===== src/sp0_pkg.sv =====
// Constants, types and the register map of serial port zero.
// Assumes a single 100 MHz system clock and an 8-bit register port.
`default_nettype none

package sp0_pkg;

    // ========================================================
    // Register port
    localparam int         ADDR_W    = 2;
    localparam logic [1:0] BUF_ADDR  = 2'h0;
    localparam logic [1:0] CTRL_ADDR = 2'h1;
    localparam logic [1:0] CFG_ADDR  = 2'h2;

    typedef struct packed {
        logic [ADDR_W-1:0] addr;
        logic [7:0]        wdata;
        logic              wr;
        logic              rd;
    } sp0_bus_req_type;

    // ========================================================
    // Control register fields
    localparam int CTRL_MODE_HI = 7;
    localparam int CTRL_MODE_LO = 6;
    localparam int CTRL_MULTI   = 5;
    localparam int CTRL_REN     = 4;
    localparam int CTRL_TB8     = 3;
    localparam int CTRL_RB8     = 2;
    localparam int CTRL_TI      = 1;
    localparam int CTRL_RI      = 0;
    localparam logic [7:0] CTRL_RESET = 8'h00;

    // ========================================================
    // Configuration register fields
    localparam int CFG_M0_FAST   = 0;
    localparam int CFG_M2_FAST   = 1;
    localparam int CFG_FRAME_CHK = 2;
    localparam logic [2:0] CFG_RESET = 3'h0;

    // ========================================================
    // Timing, in system clocks and oversample ticks
    localparam logic [3:0] M0_SLOW_DIV   = 4'hc;
    localparam logic [3:0] M0_FAST_DIV   = 4'h2;
    localparam logic [6:0] M2_SLOW_DIV   = 7'h40;
    localparam logic [6:0] M2_FAST_DIV   = 7'h20;
    localparam logic [6:0] OVERSAMPLE    = 7'h10;
    localparam logic [6:0] M2_SLOW_TICK  = M2_SLOW_DIV / OVERSAMPLE;
    localparam logic [6:0] M2_FAST_TICK  = M2_FAST_DIV / OVERSAMPLE;
    localparam logic [3:0] OS_LAST       = 4'hf;
    localparam logic [3:0] OS_MID        = 4'h7;
    localparam logic [8:0] M0_RX_PATTERN = 9'h1fe;

    typedef enum logic [1:0] {
        MODE_SHIFT     = 2'h0,
        MODE_UART8     = 2'h1,
        MODE_UART9_FIX = 2'h2,
        MODE_UART9_VAR = 2'h3
    } sp0_mode_type;

endpackage : sp0_pkg

`default_nettype wire


===== src/sp0_serial_port.sv =====
// Serial port zero: shift-register mode plus three UART modes.
// Assumes the timer supplies 16x oversample ticks for modes 1 and 3,
// and that all pin inputs are already synchronous to mclk_in.
//
// How it works
// - Transmit and receive engines run independently
// - Receiver shifts while buffered byte unread
// - Buffer address: write transmits, read receives
// - Four modes, zero synchronous, others UART
// - Mode zero: 8 bits LSB first, clock out
// - Mode zero clock: sysclk/12 or sysclk/2
// - Mode one: 10-bit frame, stop to ninth
// - Mode two: 11-bit frame, ninth bit stored
// - Mode two baud: sysclk/32 or sysclk/64
// - Mode three like two, timer baud
// - Only buffer writes start transmission
// - Mode zero receive: enable set, done clear
// - UART receive starts on falling start edge
// - Mode zero transmit: rising edges, eight then done
// - Load 111111110, then activate receive
// - Clock out, sample on falling edge
// - Rise after eighth falling edge sets receive done
// - Missing stop sets firmware-cleared framing flag
// - Transmit frame begins at next baud edge
`timescale 1ns/1ps
`default_nettype none

module sp0_serial_port (
    input  wire logic                     mclk_in,
    input  wire logic                     reset_in,
    input  wire sp0_pkg::sp0_bus_req_type bus_req_in,
    output var  logic [7:0]               rdata_out,
    input  wire logic                     tx_os_tick_in,
    input  wire logic                     rx_os_tick_in,
    input  wire logic                     rx_data_pin_in,
    output var  logic                     rx_data_pin_out,
    output var  logic                     rx_data_pin_oe_out,
    output var  logic                     tx_pin_out
);
    import sp0_pkg::*;

    function automatic logic [3:0] m0_period(input logic fast);
        m0_period = fast ? M0_FAST_DIV : M0_SLOW_DIV;
    endfunction : m0_period

    // ========================================================
    // State encodings
    typedef enum logic [3:0] {
        M0_IDLE = 4'b0001,
        M0_TX   = 4'b0010,
        M0_LOAD = 4'b0100,
        M0_RX   = 4'b1000
    } sp0_m0_state_type;

    typedef enum logic [2:0] {
        TX_IDLE  = 3'b001,
        TX_WAIT  = 3'b010,
        TX_SHIFT = 3'b100
    } sp0_tx_state_type;

    typedef enum logic [2:0] {
        RX_IDLE  = 3'b001,
        RX_START = 3'b010,
        RX_DATA  = 3'b100
    } sp0_rx_state_type;

    // ========================================================
    // Registers
    sp0_mode_type     mode_reg;
    logic             multi_reg;
    logic             ren_reg;
    logic             tb8_reg;
    logic             rb8_reg;
    logic             ti_reg;
    logic             ri_reg;
    logic             fe_reg;
    logic [2:0]       cfg_reg;
    logic [7:0]       rxbuf_reg;
    logic [6:0]       m2_cnt_reg;

    sp0_m0_state_type m0_state_reg;
    logic [3:0]       m0_div_reg;
    logic [3:0]       m0_bit_reg;
    logic [8:0]       m0_shift_reg;
    logic             m0_clk_reg;

    sp0_tx_state_type tx_state_reg;
    logic [10:0]      tx_frame_reg;
    logic [3:0]       tx_bit_reg;
    logic [3:0]       tx_os_reg;
    logic             tx_line_reg;

    sp0_rx_state_type rx_state_reg;
    logic             rx_prev_reg;
    logic [3:0]       rx_os_reg;
    logic [3:0]       rx_cnt_reg;
    logic [9:0]       rx_shift_reg;

    // ========================================================
    // Register port decode
    wire wr_buf  = bus_req_in.wr && (bus_req_in.addr == BUF_ADDR);
    wire wr_ctrl = bus_req_in.wr && (bus_req_in.addr == CTRL_ADDR);
    wire wr_cfg  = bus_req_in.wr && (bus_req_in.addr == CFG_ADDR);
    wire is_m0   = (mode_reg == MODE_SHIFT);
    wire is_m1   = (mode_reg == MODE_UART8);
    wire is_m2   = (mode_reg == MODE_UART9_FIX);
    wire fcs     = cfg_reg[CFG_FRAME_CHK];

    wire [7:0] ctrl_view = {fcs ? fe_reg : mode_reg[1], mode_reg[0], multi_reg,
                            ren_reg, tb8_reg, rb8_reg, ti_reg, ri_reg};
    wire [7:0] rd_mux    = (bus_req_in.addr == BUF_ADDR)  ? rxbuf_reg :
                           (bus_req_in.addr == CTRL_ADDR) ? ctrl_view :
                           (bus_req_in.addr == CFG_ADDR)  ? {5'h00, cfg_reg} : 8'h00;

    // ========================================================
    // Baud ticks; mode two uses a fixed divider of the system clock
    wire [6:0] m2_tick_div = cfg_reg[CFG_M2_FAST] ? M2_FAST_TICK : M2_SLOW_TICK;
    wire       m2_tick     = (m2_cnt_reg == m2_tick_div - 7'h01);
    wire       tx_tick     = is_m2 ? m2_tick : tx_os_tick_in;
    wire       rx_tick     = is_m2 ? m2_tick : rx_os_tick_in;

    // ========================================================
    // Mode zero events
    wire [3:0] m0_p       = m0_period(cfg_reg[CFG_M0_FAST]);
    wire [3:0] m0_half    = m0_p >> 1;
    wire       m0_active  = (m0_state_reg == M0_TX) || (m0_state_reg == M0_RX);
    wire       m0_rise    = m0_active && (m0_div_reg == m0_half - 4'h1);
    wire       m0_fall    = m0_active && (m0_div_reg == m0_p - 4'h1);
    wire       m0_tx_done = (m0_state_reg == M0_TX) && m0_rise && (m0_bit_reg == 4'h7);
    wire       m0_rx_done = (m0_state_reg == M0_RX) && m0_rise && (m0_bit_reg == 4'h8);
    wire       m0_rx_go   = is_m0 && ren_reg && !ri_reg && !wr_buf;
    wire       m0_clk_next = (m0_state_reg == M0_IDLE) ? !(is_m0 && wr_buf) :
                             m0_rise ? 1'b1 : (m0_fall ? 1'b0 : m0_clk_reg);

    // ========================================================
    // Async transmit events
    wire       tx_bit_tick = tx_tick && (tx_os_reg == OS_LAST);
    wire [3:0] tx_bits     = is_m1 ? 4'ha : 4'hb;
    wire       tx_ti_set   = (tx_state_reg == TX_SHIFT) && tx_bit_tick && (tx_bit_reg == tx_bits - 4'h1);
    wire [10:0] tx_frame   = {1'b1, is_m1 ? 1'b1 : tb8_reg, bus_req_in.wdata, 1'b0};

    // ========================================================
    // Async receive events
    wire       rx_fall_seen = ren_reg && !is_m0 && rx_prev_reg && !rx_data_pin_in;
    wire       rx_sample    = (rx_state_reg == RX_DATA) && rx_tick && (rx_os_reg == OS_LAST);
    wire [3:0] rx_samples   = is_m1 ? 4'h9 : 4'ha;
    wire       rx_done      = rx_sample && (rx_cnt_reg == rx_samples - 4'h1);
    wire [9:0] rx_shift_in  = {rx_data_pin_in, rx_shift_reg[9:1]};
    wire [7:0] rx_byte      = is_m1 ? rx_shift_in[8:1] : rx_shift_in[7:0];
    wire       rx_ninth     = is_m1 ? rx_shift_in[9] : rx_shift_in[8];

    // Overrun: the unread byte wins, the new one is dropped
    wire       ri_set  = (m0_rx_done || rx_done) && !ri_reg;
    wire [7:0] new_rx  = m0_rx_done ? m0_shift_reg[8:1] : rx_byte;

    // ========================================================
    // Control, flags and read data
    always_ff @(posedge mclk_in) begin
        if (reset_in) begin
            mode_reg <= sp0_mode_type'(CTRL_RESET[7:6]);
            {multi_reg, ren_reg, tb8_reg, rb8_reg, ti_reg, ri_reg} <= CTRL_RESET[5:0];
            fe_reg     <= 1'b0;
            cfg_reg    <= CFG_RESET;
            rxbuf_reg  <= 8'h00;
            rdata_out  <= 8'h00;
            m2_cnt_reg <= 7'h00;
        end else begin
            rdata_out  <= bus_req_in.rd ? rd_mux : 8'h00;
            m2_cnt_reg <= m2_tick ? 7'h00 : m2_cnt_reg + 7'h01;
            if (wr_ctrl) begin
                mode_reg  <= sp0_mode_type'({fcs ? mode_reg[1] : bus_req_in.wdata[CTRL_MODE_HI],
                                             bus_req_in.wdata[CTRL_MODE_LO]});
                multi_reg <= bus_req_in.wdata[CTRL_MULTI];
                ren_reg   <= bus_req_in.wdata[CTRL_REN];
                tb8_reg   <= bus_req_in.wdata[CTRL_TB8];
            end
            if (wr_cfg) begin
                cfg_reg <= bus_req_in.wdata[2:0];
            end
            // Hardware set wins over a same-cycle software clear
            ti_reg <= (wr_ctrl ? bus_req_in.wdata[CTRL_TI] : ti_reg) | m0_tx_done | tx_ti_set;
            ri_reg <= (wr_ctrl ? bus_req_in.wdata[CTRL_RI] : ri_reg) | ri_set;
            fe_reg <= ((wr_ctrl && fcs && !bus_req_in.wdata[CTRL_MODE_HI]) ? 1'b0 : fe_reg)
                      | (rx_done && !rx_shift_in[9]);
            if (ri_set) begin
                rxbuf_reg <= new_rx;
                rb8_reg   <= m0_rx_done ? rb8_reg : rx_ninth;
            end else if (wr_ctrl) begin
                rb8_reg <= bus_req_in.wdata[CTRL_RB8];
            end
        end
    end

    // ========================================================
    // Mode zero shift engine
    always_ff @(posedge mclk_in) begin
        if (reset_in) begin
            m0_state_reg       <= M0_IDLE;
            m0_div_reg         <= 4'h0;
            m0_bit_reg         <= 4'h0;
            m0_shift_reg       <= 9'h000;
            m0_clk_reg         <= 1'b1;
            rx_data_pin_out    <= 1'b1;
            rx_data_pin_oe_out <= 1'b0;
        end else begin
            m0_div_reg <= (m0_div_reg == m0_p - 4'h1) ? 4'h0 : m0_div_reg + 4'h1;
            m0_clk_reg <= m0_clk_next;
            case (m0_state_reg)
                M0_IDLE: begin
                    m0_div_reg <= 4'h0;
                    m0_bit_reg <= 4'h0;
                    if (is_m0 && wr_buf) begin
                        m0_state_reg       <= M0_TX;
                        m0_shift_reg       <= {1'b1, bus_req_in.wdata};
                        rx_data_pin_out    <= bus_req_in.wdata[0];
                        rx_data_pin_oe_out <= 1'b1;
                    end else if (m0_rx_go) begin
                        m0_state_reg <= M0_LOAD;
                        m0_shift_reg <= M0_RX_PATTERN;
                    end
                end
                M0_TX: begin
                    if (m0_rise) begin
                        m0_bit_reg <= m0_bit_reg + 4'h1;
                        if (m0_tx_done) begin
                            m0_state_reg       <= M0_IDLE;
                            rx_data_pin_oe_out <= 1'b0;
                        end
                    end else if (m0_fall) begin
                        m0_shift_reg    <= {1'b1, m0_shift_reg[8:1]};
                        rx_data_pin_out <= m0_shift_reg[1];
                    end
                end
                M0_LOAD: begin
                    m0_state_reg <= M0_RX;
                    m0_div_reg   <= 4'h0;
                end
                M0_RX: begin
                    if (m0_rx_done) begin
                        m0_state_reg <= M0_IDLE;
                    end else if (m0_fall) begin
                        m0_shift_reg <= {rx_data_pin_in, m0_shift_reg[8:1]};
                        m0_bit_reg   <= m0_bit_reg + 4'h1;
                    end
                end
                default: begin
                    m0_state_reg <= M0_IDLE;
                end
            endcase
        end
    end

    // ========================================================
    // Async transmitter; the oversample count free-runs so a frame
    // lines up with the baud clock rather than with the write
    always_ff @(posedge mclk_in) begin
        if (reset_in) begin
            tx_state_reg <= TX_IDLE;
            tx_frame_reg <= 11'h7ff;
            tx_bit_reg   <= 4'h0;
            tx_os_reg    <= 4'h0;
            tx_line_reg  <= 1'b1;
            tx_pin_out   <= 1'b1;
        end else begin
            tx_pin_out <= is_m0 ? m0_clk_next : tx_line_reg;
            if (tx_tick) begin
                tx_os_reg <= tx_os_reg + 4'h1;
            end
            if (!is_m0 && wr_buf) begin
                tx_state_reg <= TX_WAIT;
                tx_frame_reg <= tx_frame;
            end else begin
                case (tx_state_reg)
                    TX_IDLE: begin
                        tx_line_reg <= 1'b1;
                    end
                    TX_WAIT: begin
                        if (tx_bit_tick) begin
                            tx_state_reg <= TX_SHIFT;
                            tx_line_reg  <= tx_frame_reg[0];
                            tx_frame_reg <= {1'b1, tx_frame_reg[10:1]};
                            tx_bit_reg   <= 4'h1;
                        end
                    end
                    TX_SHIFT: begin
                        if (tx_bit_tick) begin
                            if (tx_bit_reg == tx_bits) begin
                                tx_state_reg <= TX_IDLE;
                                tx_line_reg  <= 1'b1;
                            end else begin
                                tx_line_reg  <= tx_frame_reg[0];
                                tx_frame_reg <= {1'b1, tx_frame_reg[10:1]};
                                tx_bit_reg   <= tx_bit_reg + 4'h1;
                            end
                        end
                    end
                    default: begin
                        tx_state_reg <= TX_IDLE;
                    end
                endcase
            end
        end
    end

    // ========================================================
    // Async receiver; start bit is checked at mid-bit to reject glitches
    always_ff @(posedge mclk_in) begin
        if (reset_in) begin
            rx_state_reg <= RX_IDLE;
            rx_prev_reg  <= 1'b1;
            rx_os_reg    <= 4'h0;
            rx_cnt_reg   <= 4'h0;
            rx_shift_reg <= 10'h000;
        end else begin
            rx_prev_reg <= rx_data_pin_in;
            case (rx_state_reg)
                RX_IDLE: begin
                    rx_os_reg  <= 4'h0;
                    rx_cnt_reg <= 4'h0;
                    if (rx_fall_seen) begin
                        rx_state_reg <= RX_START;
                    end
                end
                RX_START: begin
                    if (rx_tick) begin
                        rx_os_reg <= rx_os_reg + 4'h1;
                        if (rx_os_reg == OS_MID) begin
                            rx_state_reg <= rx_data_pin_in ? RX_IDLE : RX_DATA;
                            rx_os_reg    <= 4'h0;
                        end
                    end
                end
                RX_DATA: begin
                    if (rx_tick) begin
                        rx_os_reg <= rx_os_reg + 4'h1;
                    end
                    if (rx_sample) begin
                        rx_shift_reg <= rx_shift_in;
                        rx_cnt_reg   <= rx_cnt_reg + 4'h1;
                        if (rx_done) begin
                            rx_state_reg <= RX_IDLE;
                        end
                    end
                end
                default: begin
                    rx_state_reg <= RX_IDLE;
                end
            endcase
        end
    end

endmodule : sp0_serial_port

`default_nettype wire


===== config.mk =====
export PLATFORM = sky130hd
export DESIGN_NAME = sp0_serial_port
export DESIGN_NICKNAME = d
export VERILOG_FILES = /design/src/sp0_pkg.sv /design/src/sp0_serial_port.sv
export SDC_FILE = /design/constraint.sdc
export NUM_CORES = 1
export LEC_CHECK = 0
export ABC_AREA = 1
export BUFFER_PORTS_ARGS = -buffer_cell sky130_fd_sc_hd__buf_2
export CORE_MARGIN = 2
export CORE_UTILIZATION = 50
export DETAILED_ROUTE_END_ITERATION = 10
export PLACE_DENSITY = 0.71
export SETUP_SLACK_MARGIN = 0.3
export SYNTH_ARGS = -nofsm -noshare
export SYNTH_HDL_FRONTEND = slang
export SYNTH_SLANG_ARGS = --single-unit

===== constraint.sdc =====
create_clock -name mclk_in -period 2.1 [get_ports mclk_in]
set_clock_uncertainty 0.1 [all_clocks]
set_input_delay 0.315 -clock mclk_in [delete_from_list [all_inputs] [get_ports mclk_in]]
set_output_delay 0.315 -clock mclk_in [all_outputs]
set_load 0.02 [all_outputs]

# ---- Word level (Yosys, flattened, before mapping)
# Cells that the tools add are included.
dict set report word_totals {
  ff_bits 105
  inputBits 17
  out_inout_bits 11
  elab_cells 249
}
dict set report classes {
  addsub 12
  eq_ne 50
  n_mux 80
  bitwise 8
  n_reduce_logical 66
}
# op n
set op_table {}
lappend op_table {{4-bit 2-to-1 mux} 16}
lappend op_table {{9-bit 2-to-1 mux} 6}
lappend op_table {{2-bit inequality test (second input constant)} 18}
lappend op_table {{4-bit AND reduction} 9}
lappend op_table {{11-bit 2-to-1 mux} 3}
lappend op_table {{3-bit 2-to-1 mux} 11}
lappend op_table {{8-bit 2-to-1 mux} 4}
lappend op_table {{1-bit logical AND} 27}
lappend op_table {{9-bit case mux with 3 select lines} 1}
lappend op_table {{1-bit 2-to-1 mux} 25}
lappend op_table {{4-bit by 1-bit adder with 4-bit output (second input constant)} 6}
lappend op_table {{4-bit case mux with 3 select lines} 2}
lappend op_table {{11-bit case mux with 2 select lines} 1}
lappend op_table {{4-bit equality test} 5}
lappend op_table {{3-bit case mux with 3 select lines} 2}
lappend op_table {{4-bit equality test (second input constant)} 4}
lappend op_table {{4-bit case mux with 2 select lines} 2}
lappend op_table {{4-bit case mux with 4 select lines} 1}
lappend op_table {{4-bit by 3-bit equality test with 1-bit output (second input constant)} 3}
lappend op_table {{3-bit nonzero test} 4}
lappend op_table {{4-bit by 1-bit subtractor with 4-bit output (second input constant)} 3}
lappend op_table {{10-bit 2-to-1 mux} 1}
lappend op_table {{5-bit AND reduction} 2}
lappend op_table {{2-bit AND reduction} 4}
lappend op_table {{other kinds (27)} 56}

# ---- Logic depth before layout (Yosys ltp)
dict set report logic_depth {
  word_depth 11
  depth_mapped 13
  depth_no_buf 13
}

# ---- Worst setup path after synthesis
# No wires, ideal clock.
dict set report synth_timing {
  kind {reg2reg}
  start {register rx_os_reg[0]}
  end {register rb8_reg}
  setup_time_ns 0.113
  t_arrival_ns 1.498
  required_ns 1.887
  path_slack_ns 0.390
  path_stages_with_launch 12
  n_path_buf 1
  period_less_slack_ns 1.710
  cell_sequence {dfxtp_1 ha_1 nand3_1 nor2_1 nand4_1 nand2_1 nand2_1 buf_2 nand2_1 nand2_1 nor2_1 nor2_1}
}
dict set report synth_via {
  elab_chain_cells 7
  elab_cells_between_ends 9
  classes_between {eq/ne: 2; mux: 1; reduce/logical: 6}
}
# element line
set synth_rtl {}
lappend synth_rtl {{start, declared} sp0_serial_port.sv:95} ;# logic [3:0] rx_os_reg;
lappend synth_rtl {{start signal, assigned} sp0_serial_port.sv:326} ;# rx_os_reg <= rx_os_reg + 4'h1;
lappend synth_rtl {{start signal, assigned} sp0_serial_port.sv:335} ;# rx_os_reg <= rx_os_reg + 4'h1;
lappend synth_rtl {{4-bit equality test (*)} sp0_serial_port.sv:145} ;# wire rx_sample = (rx_state_reg == RX_DATA) && rx_tick && (rx_os_reg == OS_LAST);
lappend synth_rtl {{1-bit logical AND (*)} sp0_serial_port.sv:145}
lappend synth_rtl {{1-bit logical AND (*)} sp0_serial_port.sv:147} ;# wire rx_done = rx_sample && (rx_cnt_reg == rx_samples - 4'h1);
lappend synth_rtl {{1-bit logical OR (*)} sp0_serial_port.sv:153} ;# wire ri_set = (m0_rx_done || rx_done) && !ri_reg;
lappend synth_rtl {{1-bit logical AND (*)} sp0_serial_port.sv:153}
lappend synth_rtl {{2-bit inequality test (no source line) / 2-bit nonzero test (equally long branches)} --}
lappend synth_rtl {{2-bit AND reduction (no source line)} --}
lappend synth_rtl {{end signal, assigned} sp0_serial_port.sv:161} ;# {multi_reg, ren_reg, tb8_reg, rb8_reg, ti_reg, ri_reg} <= CTRL_RESET[5:0];
lappend synth_rtl {{end signal, assigned} sp0_serial_port.sv:187} ;# rb8_reg <= m0_rx_done ? rb8_reg : rx_ninth;
lappend synth_rtl {{end signal, assigned} sp0_serial_port.sv:189} ;# rb8_reg <= bus_req_in.wdata[CTRL_RB8];
lappend synth_rtl {{end, declared} sp0_serial_port.sv:73} ;# logic rb8_reg;
# Every way passes the cells marked *; elsewhere a longest branch is shown, timed or not.
# A chain may end at the register's enable or synchronous reset.

# ---- Worst setup path after layout
dict set report layout_timing {
  start {register m0_bit_reg[1]}
  end {register rxbuf_reg[5]}
}
dict set report layout_via {
  elab_chain_cells 4
  elab_cells_between_ends 5
  classes_between {eq/ne: 1; mux: 1; reduce/logical: 3}
}
# element line
set layout_rtl {}
lappend layout_rtl {{start, declared} sp0_serial_port.sv:83} ;# logic [3:0] m0_bit_reg;
lappend layout_rtl {{start signal, assigned} sp0_serial_port.sv:224} ;# m0_bit_reg <= m0_bit_reg + 4'h1;
lappend layout_rtl {{start signal, assigned} sp0_serial_port.sv:243} ;# m0_bit_reg <= m0_bit_reg + 4'h1;
lappend layout_rtl {{4-bit equality test (*)} sp0_serial_port.sv:130} ;# wire m0_rx_done = (m0_state_reg == M0_RX) && m0_rise && (m0_bit_reg == 4'h8);
lappend layout_rtl {{1-bit logical AND (*)} sp0_serial_port.sv:130}
lappend layout_rtl {{1-bit logical OR} sp0_serial_port.sv:153}
lappend layout_rtl {{1-bit logical AND} sp0_serial_port.sv:153}
lappend layout_rtl {{end signal, assigned} sp0_serial_port.sv:186} ;# rxbuf_reg <= new_rx;
lappend layout_rtl {{end, declared} sp0_serial_port.sv:78} ;# logic [7:0] rxbuf_reg;
# Marks and branches as above.

==> metrics <==
worst path cell trace inv_2, ha_1, inv_1, nor3_4, nand3_4, buf_4, nand2_2, nand2_4, buf_6, nor2_4, nor2_1; outcome complete, no violations; first-pass GRT wire length 20.1 mm; initial DRC count 432; vias post-DR 4,754; Req. time, crit path 2.29 ns; worst-skew pair later-pin latency 0.38 ns; drt pass-1 iters 6; mean post-synth cell area 7.06 um^2; # diodes 0; Power Total 5.06 mW; GRT busiest layer met2; Psw 1.87 mW; GR Util met3 4.03%; DP Worst Slack 0.0936 ns; CTS buffer count 9; WL per Instance 13.8 um; Critical Path End Type flop; grt total ovfl 0; unrepaired setup endpoints after global routing yes; Mapped Cells 702; Setup TNS 0 ns; register area share after synthesis 41.2%; Pint 3.19 mW; critical path type flop to flop; crit-path max FO 7; Max Cap Viol 0; peak per-stage delay on the critical path 0.34 ns; fraction of layout instances using a drive strength above 1 23.4%; commonest non-fill, non-tap cells in the layout nand2_1, dfxtp_1, nor2_1, inv_1, nand3_1; final hold vios 0; H-tree depth 3; Nets 785; Synth async-reset ratio 0%; GP Congestion 0.897; routed vias/inst 5.29; maximum VDD drop 0.477 mV; Fin Hold WS 0.102 ns; max FFs per register 10; main combinational cell family by area after synthesis simple AND/OR/NAND/NOR gates; Crit path arrival time 2.04 ns; Clock power frac 23.6%; fillcell total 875; Final setup viols 0; initial antenna violation count 0; Syn Std Cell Area 0.00496 mm^2; Period minus WS final 1.85 ns; Hold Crit Class primary input to flop; Gate power share 30.3%; Sink Count 102; Port Buf Inserts 27; CTS Hold Bufs 0; Critical path buffers and inverters 4; clk slew on worst S/H paths 0.11 ns; CTS Buffer Depth 2; Total Routing Usage GR 22.8%; sequential share of power 46.1%; Synth Area in Adders 2.02%; synth unique cells 43; element type at the critical path start flop; CORE AREA 0.00968 mm^2; Top delay family on crit path simple AND/OR/NAND/NOR gates; Pleak 2.58 nW; clock root cell clkbuf_8; post-synthesis compound-gate area fraction 14.6%; # rows 36; #FFs+latches synth 102; Tcrit/Tclk final 88.2%; DRC errors left 0; vias in the first global route 4,306; critical path's slowest cell dfxtp_2; Max-slew headroom 60.8%; ANT nets after route 0; I/O Pins 28; die footprint 0.0107 mm^2; power per cell area 851 mW/mm^2; Fmax 540 MHz; Tightest Pin Transition 0.584 ns; Die W 104 um; Initial Util 51.2%; total wire length 12.4 mm; commonest non-fill, non-tap cell in the layout nand2_1; Slew Limit Fails 0; GR Util met1 29.3%; Syn Nets 727; M2 GR Usage 38.0%; CTS tree done; hpwl dp 8.57 mm; Final WS setup 0.248 ns; Util after Layout 61.4%; XOR/XNOR Fraction of Synth Area 2.30%; top_reg_cell synth dfxtp_1; multiplexer area fraction after synthesis 1.59%; Sw Share 36.9%; Layout area overhead 19.9%; Post-Synth Simple-Gate Area 30.1%; Ys Warns 0; die height 104 um; number of synthesized flops with an enable pin 0; largest net degree at the start of global routing 62
-- metal layers --
metal | wire length, um | part of all wire, %
met1 | 5540 | 45
met2 | 5900 | 48
met3 | 593 | 4.8
met4 | 313 | 2.5
met5 | 0 | 0
-- kinds of logic after synthesis --
logic type                 after synthesis
xor gates and xnor gates                13
muxes                                    7
DFF                                    102
buffers and inverters                  105
adders and majority gates                8
AOI/OAI and AO/OA                      134
and+or+nand+nor                        333
-- power by group through the flow --
stage	combinational [mW]	sequential, mW	clock (mW)
after detailed placement	1.17	2.35	0
after global routing	1.71	2.35	1.28
after CTS	1.21	2.30	1.21
final	1.54	2.33	1.19
after global placement	1.15	2.34	0
after floorplan	0.936	2.30	0
-- final timing paths --
kind / startpoint / end / slack (ns) / depth (start not counted)
setup reg to reg: m0_bit_reg[1] / rxbuf_reg[5] / 0.25 / 11
setup / recovery: m0_bit_reg[1] / rxbuf_reg[5] / 0.25 / 11
hold reg to reg: m0_div_reg[0] / m0_div_reg[0] / 0.36 / 1
hold / removal: reset_in / m0_state_reg[2] / 0.10 / 2
-- timing repair --
action                                  4_1_cts  5_1_grt
buffers inserted                              7       21
endpoints found under the hold margin         0        0
pin swaps                                    16       27
cloned                                        1        0
resized for setup                            34       62
endpoints found under the setup margin       39       63
-- worst register-to-register path: stages, from the launching register on --
cell and delay [ns]:
dfxtp_2 0.34, inv_2 0.06, ha_1 0.14, inv_1 0.06, nor3_4 0.25, nand3_4 0.16, buf_4 0.17, nand2_2 0.09
nand2_4 0.10, buf_6 0.15, nor2_4 0.09, nor2_1 0.04
-- cell type report --
type / instances / area, um^2 / share of cell area (%)
flip-flops and latches: 102 / 2060 / 34.7
clock buffers: 9 / 124 / 2.08
repair buffers: 65 / 467 / 7.85
multi-input cells: 496 / 2730 / 46.0
well taps: 133 / 166 / 2.80
clock inverters: 7 / 58.8 / 0.989
inverters: 86 / 330 / 5.56
-- metrics by stage --
step / std cells / instance area [um^2]
6_report: 898 / 5940
5_1_grt: 898 / 5940
4_1_cts: 877 / 5600
3_5_place_dp: 853 / 5260
3_3_place_gp: 853 / 5260
2_1_floorplan: 702 / 4960
-- synth_stat cells (2+ instances only) --
master	n	area, um^2
o21ai_0	57	285
ha_1	8	100
nor2_2	3	18.8
nor3_4	2	32.5
inv_2	5	18.8
a31oi_1	4	25.0
buf_2	4	20.0
nand2_4	2	22.5
nor4_1	2	12.5
xnor2_1	4	35.0
nand3_2	3	30.0
mux2_2	7	78.8
inv_1	81	304
nand3_1	61	305
nand2_2	5	31.3
nand2_1	144	541
nand4_1	4	25.0
nor2_1	88	330
a21oi_1	61	305
clkbuf_1	14	52.6
o21ai_1	2	10.0
o21ai_2	2	17.5
o211ai_1	2	15.0
nor3_1	8	40.0
xor2_1	9	78.8
or2_2	2	12.5
dfxtp_1	102	2040
Note: power is estimated with default switching activity, not from simulation.
